[config.mk]
export PLATFORM = sky130hd
export DESIGN_NAME = acs_sequencer
export DESIGN_NICKNAME = d
export VERILOG_FILES = /design/src/rtl/acs_fifo.v /design/src/rtl/acs_sequencer.v
export VERILOG_INCLUDE_DIRS = /design/src /design/src/rtl
export SDC_FILE = /design/constraint.sdc
export NUM_CORES = 1
export LEC_CHECK = 0
export BUFFER_PORTS_ARGS = -buffer_cell sky130_fd_sc_hd__buf_4
export CAP_MARGIN = 15
export CORE_UTILIZATION = 62
export CTS_CLUSTER_SIZE = 25
export DETAILED_ROUTE_END_ITERATION = 8
export GPL_ROUTABILITY_DRIVEN = 0
export GPL_TIMING_DRIVEN = 0
export PLACE_DENSITY = 0.79
export SLEW_MARGIN = 5
export SYNTH_ARGS = -nofsm -noshare
export SYNTH_HDL_FRONTEND = slang
export SYNTH_SLANG_ARGS = --single-unit
[constraint.sdc]
create_clock -name mclk -period 3.71 [get_ports mclk]
set_input_delay 0.5565 -clock mclk [delete_from_list [all_inputs] [get_ports mclk]]
set_output_delay 0.5565 -clock mclk [all_outputs]
set_load 0.1 [all_outputs]
[src/rtl/acs_defines.vh]
// Constants for the conversion sequencer
`ifndef ACS_DEFINES_VH
`define ACS_DEFINES_VH
// Operating modes
`define ACS_MODE_SINGLE 2'h0
`define ACS_MODE_CONT 2'h1
`define ACS_MODE_MULTI 2'h2
`define ACS_MODE_TURBO 2'h3
// Conversions per primed sample and priming count
`define ACS_PRIME_CNT 3'h3
`define ACS_CONV_PER_SAMPLE 3'h4
// Default conversion period in clock cycles
`define ACS_CONV_CYCLES 16'h0040
// Result width
`define ACS_DATA_W 16
// FIFO depth
`define ACS_FIFO_DEPTH 32
`define ACS_FIFO_AW 5
`endif

[src/rtl/acs_fifo.v]
// Result FIFO with valid/ready on both sides
`timescale 1ns/10ps
`default_nettype none
module acs_fifo #(
  parameter WIDTH = 16,
  parameter DEPTH = 32,
  parameter AW = 5
) (
  // Clock and reset
  input wire mclk,
  input wire rst,
  // Fill side
  input wire inValid,
  output wire inReady,
  input wire [WIDTH-1:0] inData,
  // Drain side
  output wire outValid,
  input wire outReady,
  output wire [WIDTH-1:0] outData,
  // Level
  output wire isEmpty
);
  reg [WIDTH-1:0] mem [0:DEPTH-1];
  reg [AW-1:0] wrPtr_r;
  reg [AW-1:0] rdPtr_r;
  reg [AW:0] count_r;
  wire doWr;
  wire doRd;
  assign inReady = (count_r != DEPTH[AW:0]);
  assign outValid = (count_r != {(AW+1){1'b0}});
  assign isEmpty = ~outValid;
  assign outData = mem[rdPtr_r];
  assign doWr = inValid & inReady;
  assign doRd = outValid & outReady;
  always @(posedge mclk) begin
    if (doWr) begin
      mem[wrPtr_r] <= inData;
    end
  end
  always @(posedge mclk) begin
    if (rst) begin
      wrPtr_r <= {AW{1'b0}};
      rdPtr_r <= {AW{1'b0}};
      count_r <= {(AW+1){1'b0}};
    end else begin
      if (doWr) begin
        wrPtr_r <= wrPtr_r + 1'b1;
      end
      if (doRd) begin
        rdPtr_r <= rdPtr_r + 1'b1;
      end
      if (doWr & ~doRd) begin
        count_r <= count_r + 1'b1;
      end else if (doRd & ~doWr) begin
        count_r <= count_r - 1'b1;
      end
    end
  end
endmodule
`default_nettype wire

[src/rtl/acs_sequencer.v]
// Conversion sequencer for a delta-sigma decimator
// Functional notes
// RULE1: Single mode idles until start trigger
// RULE2: Trigger in single mode runs four conversions
// RULE3: First three conversions only prime decimator
// RULE4: Fourth conversion gives valid result, done
// RULE5: Done visible as status and output
// RULE6: Single mode returns to standby after read
// RULE7: Continuous withholds first three results
// RULE8: Continuous then delivers every conversion; code drops conversions while the FIFO is full
// RULE9: Host keeps one input in continuous
// RULE10: Multi mode re-primes between samples
// RULE11: Multi mode restarts next sample automatically
// RULE12: Trigger optional for continuous operation
// RULE13: Trigger comes from clock or logic
// RULE14: Done rises on every valid result
// RULE15: Start by software bit or trigger
// RULE16: Done holds until result is read
// RULE17: Mux switch invalidates next three outputs
// RULE18: Mode field sampled idle; change aborts
`timescale 1ns/10ps
`default_nettype none
`include "acs_defines.vh"
module acs_sequencer #(
  parameter DATA_W = `ACS_DATA_W,
  parameter FIFO_DEPTH = `ACS_FIFO_DEPTH,
  parameter FIFO_AW = `ACS_FIFO_AW,
  parameter [15:0] CONV_CYCLES = `ACS_CONV_CYCLES
) (
  // Clock and reset
  input wire mclk,
  input wire rst,
  // Configuration and start
  input wire [1:0] modeSel,
  input wire swStart,
  input wire swStop,
  input wire startTrig,
  input wire muxSwitch,
  // Decimator side
  input wire [DATA_W-1:0] decimData,
  input wire decimDone,
  output reg decimReset_r,
  output reg modRun_r,
  // Result side
  output reg [DATA_W-1:0] result_r,
  output reg endOfConv_r,
  output reg statusDone_r,
  output reg busy_r,
  input wire resultRead
);
  // ==========================================================
  // States
  // Idle: standby, nothing converts until a start
  // Prime: conversions are counted but never kept
  // Run: the next conversion becomes a result
  // Wait: single mode only, until the last result is read
  localparam ST_IDLE = 2'd0;
  localparam ST_PRIME = 2'd1;
  localparam ST_RUN = 2'd2;
  localparam ST_WAIT = 2'd3;

  // ==========================================================
  // Input synchronisers for the pin-driven trigger
  reg trigMeta_r;
  reg trigSync_r;
  reg trigPrev_r;
  wire trigRise;
  always @(posedge mclk) begin
    if (rst) begin
      trigMeta_r <= 1'b0;
      trigSync_r <= 1'b0;
      trigPrev_r <= 1'b0;
    end else begin
      trigMeta_r <= startTrig;
      trigSync_r <= trigMeta_r;
      trigPrev_r <= trigSync_r;
    end
  end
  // Edge, so a held trigger does not retrigger back-to-back samples
  assign trigRise = trigSync_r & ~trigPrev_r;

  // ==========================================================
  // Sequencer state
  reg [1:0] state_r;
  reg [1:0] state_nxt;
  reg [1:0] mode_r;
  reg [1:0] mode_nxt;
  reg [2:0] convCnt_r;
  reg [2:0] convCnt_nxt;
  reg [15:0] timer_r;
  reg [15:0] timer_nxt;
  reg pushValid;
  reg decimReset_nxt;
  wire convTick;
  wire fifoInReady;
  wire fifoOutValid;
  wire [DATA_W-1:0] fifoOutData;
  wire startReq;
  wire modeChange;
  wire holdOff;

  // ==========================================================
  // Timer fallback bookkeeping
  // A strobe that turns up after the timer stood in for it would
  // count one conversion twice and let a priming result through
  // Limitation: a strobe more than one period late is skipped once, after the timer has counted its conversion twice
  reg lateSkip_r;
  reg lateSkip_nxt;
  wire timerFired;
  assign timerFired = (timer_r == 16'h0001);
  always @* begin
    lateSkip_nxt = lateSkip_r;
    if (decimReset_nxt || (state_nxt == ST_IDLE)) begin
      lateSkip_nxt = 1'b0;
    end else if (timerFired) begin
      lateSkip_nxt = lateSkip_r | ~decimDone;
    end else if (decimDone) begin
      lateSkip_nxt = 1'b0;
    end
  end
  always @(posedge mclk) begin
    if (rst) begin
      lateSkip_r <= 1'b0;
    end else begin
      lateSkip_r <= lateSkip_nxt;
    end
  end

  // RULE15: software or trigger
  // RULE12: trigger input optional
  assign startReq = swStart | trigRise;
  // RULE18: mode change aborts
  assign modeChange = (state_r != ST_IDLE) && (modeSel != mode_r);
  // Conversion completes when decimator reports it; the internal
  // timer stands in when no decimator strobe arrives in time
  assign convTick = (decimDone & ~lateSkip_r) | timerFired;
  // Back-pressure: in Run, conversions are dropped while FIFO has no room
  assign holdOff = ~fifoInReady;

  always @* begin
    state_nxt = state_r;
    mode_nxt = mode_r;
    convCnt_nxt = convCnt_r;
    timer_nxt = timer_r;
    pushValid = 1'b0;
    decimReset_nxt = 1'b0;
    if (modeChange || swStop) begin
      state_nxt = ST_IDLE;
      decimReset_nxt = 1'b1;
      convCnt_nxt = 3'h0;
      timer_nxt = 16'h0000;
    end else begin
      case (state_r)
        ST_IDLE: begin
          // RULE1: standby until start
          if (startReq) begin
            // RULE18: mode taken only here
            mode_nxt = modeSel;
            state_nxt = ST_PRIME;
            convCnt_nxt = 3'h0;
            timer_nxt = CONV_CYCLES;
            decimReset_nxt = 1'b1;
          end
        end
        ST_PRIME: begin
          if (timer_r != 16'h0000) begin
            timer_nxt = timer_r - 16'h0001;
          end
          // RULE17: mux switch re-primes
          if (muxSwitch) begin
            convCnt_nxt = 3'h0;
            timer_nxt = CONV_CYCLES;
            decimReset_nxt = 1'b1;
          end else if (convTick) begin
            timer_nxt = CONV_CYCLES;
            // RULE2: four conversions per sample
            // RULE7: three priming periods
            // RULE3: priming results dropped
            if (convCnt_r < `ACS_PRIME_CNT - 3'h1) begin
              convCnt_nxt = convCnt_r + 3'h1;
            end else begin
              convCnt_nxt = `ACS_PRIME_CNT;
              state_nxt = ST_RUN;
            end
          end
        end
        ST_RUN: begin
          if (timer_r != 16'h0000) begin
            timer_nxt = timer_r - 16'h0001;
          end
          if (muxSwitch) begin
            state_nxt = ST_PRIME;
            convCnt_nxt = 3'h0;
            timer_nxt = CONV_CYCLES;
            decimReset_nxt = 1'b1;
          end else if (convTick && !holdOff) begin
            // RULE4: fourth conversion valid
            // RULE14: done on every valid one
            pushValid = 1'b1;
            convCnt_nxt = `ACS_CONV_PER_SAMPLE;
            timer_nxt = CONV_CYCLES;
            case (mode_r)
              `ACS_MODE_SINGLE: begin
                // RULE6: back to standby
                state_nxt = ST_WAIT;
              end
              `ACS_MODE_CONT: begin
                // RULE8: no further priming
                state_nxt = ST_RUN;
              end
              default: begin
                // RULE10: reset and re-prime
                // RULE11: next sample self-starts
                state_nxt = ST_PRIME;
                convCnt_nxt = 3'h0;
                decimReset_nxt = 1'b1;
              end
            endcase
          end
        end
        ST_WAIT: begin
          // RULE6: standby after transfer
          if (!fifoOutValid && !endOfConv_r) begin
            state_nxt = ST_IDLE;
          end
        end
        default: begin
          state_nxt = ST_IDLE;
        end
      endcase
    end
  end

  always @(posedge mclk) begin
    if (rst) begin
      state_r <= ST_IDLE;
      mode_r <= `ACS_MODE_SINGLE;
      convCnt_r <= 3'h0;
      timer_r <= 16'h0000;
      decimReset_r <= 1'b1;
    end else begin
      state_r <= state_nxt;
      mode_r <= mode_nxt;
      convCnt_r <= convCnt_nxt;
      timer_r <= timer_nxt;
      decimReset_r <= decimReset_nxt;
    end
  end

  // Status outputs follow the next state so they line up with state_r
  always @(posedge mclk) begin
    if (rst) begin
      modRun_r <= 1'b0;
      busy_r <= 1'b0;
    end else begin
      modRun_r <= (state_nxt == ST_PRIME) || (state_nxt == ST_RUN);
      busy_r <= (state_nxt != ST_IDLE);
    end
  end

  // ==========================================================
  // Result buffer; the output stage drains one word at a time
  wire popFifo;
  acs_fifo #(
    .WIDTH(DATA_W),
    .DEPTH(FIFO_DEPTH),
    .AW(FIFO_AW)
  ) uFifo (
    .mclk(mclk),
    .rst(rst),
    .inValid(pushValid),
    .inReady(fifoInReady),
    .inData(decimData),
    .outValid(fifoOutValid),
    .outReady(popFifo),
    .outData(fifoOutData),
    .isEmpty()
  );

  // ==========================================================
  // Output stage: done holds until read; set beats clear
  assign popFifo = fifoOutValid & (~endOfConv_r | resultRead);
  always @(posedge mclk) begin
    if (rst) begin
      result_r <= {DATA_W{1'b0}};
      endOfConv_r <= 1'b0;
      statusDone_r <= 1'b0;
    end else begin
      // RULE16: cleared by read
      // RULE5: status and pin together
      if (popFifo) begin
        result_r <= fifoOutData;
        endOfConv_r <= 1'b1;
        statusDone_r <= 1'b1;
      end else if (resultRead) begin
        endOfConv_r <= 1'b0;
        statusDone_r <= 1'b0;
      end
    end
  end
endmodule
`default_nettype wire

==> flow_summary.yaml <==
route:
  avgRoutedWirePerCell_um: 29.6
  drt_iter0_markers: 1681
  dr.pass1.iters: 5
  viasPerCell: 6.86
  drt_wl_total_mm: 56.7
  vias: 13200
  drcViolationCount: 0
  ant_nets: 0
synth:
  ys_seq_area_frac: 0.726
  synth_area_per_cell_um2: 17.9
  synth_area_leaders: "edfxtp_1 67%, mux4_2 9.5%, dfxtp_1 5.5%"
  syn_inst: 1276
  yosysWarnings: 0
  synth_edf_count: 512
  yosysTopAreaCell: "edfxtp_1"
  synthesis.nets: 1323
  synth_top_flop_cell: "edfxtp_1"
  synth_seq_cells: 575
  syn_area_um2: 22900
  synth.top_cell.area_share: 0.671
  async_flop_share: 0
  synth.distinct_cells: 69
global_routing:
  grt_overflow: 0
  grt_pass1_wl_mm: 83.6
  grt_pass1_vias: 12900
  grt_max_degree: 33
  antenna_found_initial: 2
  grtUsageTotal: 0.307
layout:
  area_growth_syn_to_layout_pct: 13.8
  fin_area_um2: 26100
  final_common_cell: "edfxtp_1"
  drive_gt1_frac: 0.223
  fin_nets: 1451
  fillers: 2115
  layout_common_cells: "512 x edfxtp_1, 97 x mux4_2, 87 x mux2i_1"
floorplanning:
  start_util: 0.629
  fp-row-count: 70
  core_area_um2: 36400
  ios: 47
  fp.dieW_um: 194
  fp.dieH_um: 194
  die_area_um2: 37700
clock_network:
  cts_max_level: 2
  clkTransAtPathRegs_ns: 0.06
  clkLatencyLatePin_ns: 0.63
  cts_buffer_depth: 3
  hold_buffers: 0
  ctsRootBufferMaster: "clkbuf_16"
  post-cts-setup-buffers: 0
  cts-buffers-inserted: 55
  cts_tree: "done"
  clock_sinks: 575
timing:
  report.final.setup_viol: 0
  fin_skew_ns: 0.0339
  finalCriticalPeriod_ns: 3.65
  setup_ws_ns: 0.0611
  worstMarginPinSlew_ns: 1.05
  hold_viol_final: 0
  timing.final.crit_share: 0.984
  fmax_ghz: 0.274
  relSlewSlack: 0.300
  rsz0062_at_grt: "yes"
  maxSlewViolCount: 0
  whs_ns: 0.169
  setup_tns_ns: 0
critical_path:
  arrival_ns: 3.87
  critPathRequiredTime_ns: 3.93
  critical_path_class: "reg -> reg"
  path_cells: "or4_4 -> nand4b_4 -> a21oi_1 -> nand3_1 -> nor2_2"
  cp_num_buf_inv: 0
  r2r-start: "timer_r[5]"
  crit_fanout: 16
  crit_start: "timer_r[5]"
  startpoint_type: "flop"
  crit_family: "simple AND/OR/NAND/NOR gates"
  crit_end: "uFifo.mem[26][0]"
  max_stage_delay_ns: 0.99
  reg2reg_depth: 5
  crit_cells: 5
  rr_endpoint: "uFifo.mem[26][0]"
  worstSetupEndpointType: "flop"
  cp_slowest_cell: "nor2_2"
  reg2reg_slack_ns: 0.06
placed_design:
  dp_slack_ns: -0.0144
  port_buffers: 46
  dp_hpwl_mm: 36.3
  place_area_um2: 24300
power:
  finalPower_mw: 17.2
  leakage_nw: 8.33
  vdd_drop_max_uv: 471
  p_per_area_nw_per_um2: 659
flow_run:
  cap_viol_max_count: 0
min_path:
  hold_path_class: "in -> reg"
outcome:
  status: "completed"
==> flip-flops by register name, indices dropped and copies added (netlist names) <==
| signal | cells |
|---|---|
| timer_r | 16 |
| trigMeta_r | 1 |
| trigPrev_r | 1 |
| modRun_r | 1 |
| lateSkip_r | 1 |
| result_r | 16 |
| statusDone_r | 1 |
| trigSync_r | 1 |
| convCnt_r | 3 |
| uFifo.count_r | 6 |
| decimReset_r | 1 |
| mode_r | 2 |
| uFifo.mem | 512 |
| busy_r | 1 |
| uFifo.wrPtr_r | 5 |
| state_r | 2 |
| uFifo.rdPtr_r | 5 |
==> cells in the mapped netlist (7+ instances only) <==
| cell type | number |
|---|---|
| edfxtp_1 | 512 |
| mux4_2 | 97 |
| mux2i_1 | 87 |
| nor2_1 | 70 |
| dfxtp_1 | 63 |
| clkbuf_1 | 37 |
| nand2_1 | 31 |
| a21oi_1 | 26 |
| o21ai_0 | 26 |
| buf_2 | 24 |
| nor3_1 | 24 |
| ha_1 | 20 |
| xor2_1 | 18 |
| a211oi_1 | 17 |
| a22oi_1 | 17 |
| o22ai_1 | 17 |
| a32o_1 | 16 |
| o221ai_1 | 16 |
| inv_1 | 15 |
| nor2b_1 | 15 |
| nand3_1 | 14 |
| o2111ai_1 | 10 |
| nor4_1 | 7 |
| xnor2_1 | 7 |
==> timing repair <==
action                     4_1_cts  5_1_grt
resized for setup                3        4
setup endpoints to repair        1       77
gates cloned                     0        0
==> through the flow <==
stage,util,instances
2_1_floorplan,-,1276
3_3_place_gp,0.654,1790
3_5_place_dp,0.666,1816
4_1_cts,0.714,1916
5_1_grt,0.715,1915
6_report,0.715,1916
==> kinds of logic after synthesis <==
family          share of synthesized area
fa+ha+maj                          0.0118
compound gates                     0.0562
buf+inv                            0.0160
flops                               0.726
xor+xnor                          0.00956
simple gates                       0.0456
mux                                 0.134
==> worst min path at each step <==
stage / start / end / slack [ns] / depth (start not counted)
6_report: startTrig / trigMeta_r / 0.17 / 2
3_3_place_gp: trigMeta_r / trigSync_r / 0.43 / 1
2_1_floorplan: trigMeta_r / trigSync_r / 0.41 / 1
4_1_cts: startTrig / trigMeta_r / 0.15 / 2
3_5_place_dp: trigMeta_r / trigSync_r / 0.44 / 1
5_1_grt: startTrig / trigMeta_r / 0.17 / 2
==> worst register-to-register path, cell delays in order, from the launching register on <==
cell and delay [ns]:
dfxtp_1 0.34, or4_4 0.59, nand4b_4 0.26, a21oi_1 0.39, nand3_1 0.68, nor2_2 1.00
==> cell type report <==
cell class	instances	area [um^2]	share of cell area
antenna	1	2.50	0.0000961
buffer	69	305	0.0117
clock buffer	71	1490	0.0571
clock inverter	29	253	0.00970
inverter	15	56.3	0.00216
multi-input combinational	616	6010	0.231
sequential	575	16600	0.639
tap	468	586	0.0225
timing repair buffer	72	713	0.0274
==> layer usage <==
layer / up-vias / routed length [um] / track usage
met5: - / 12 / 0
met4: 2 / 2260 / 0.123
met3: 158 / 6040 / 0.0489
met2: 905 / 27000 / 0.487
met1: 6638 / 21400 / 0.434
li1: 5448 / - / -
==> where the power goes <==
part           switching, mW  total (mW)  internal (mW)  leakage [nW]
clock network           2.36        5.47           3.10         0.853
logic                   2.75        4.35           1.60          2.36
registers              0.171        7.35           7.18          5.11
(Power assumes the default switching activity.)
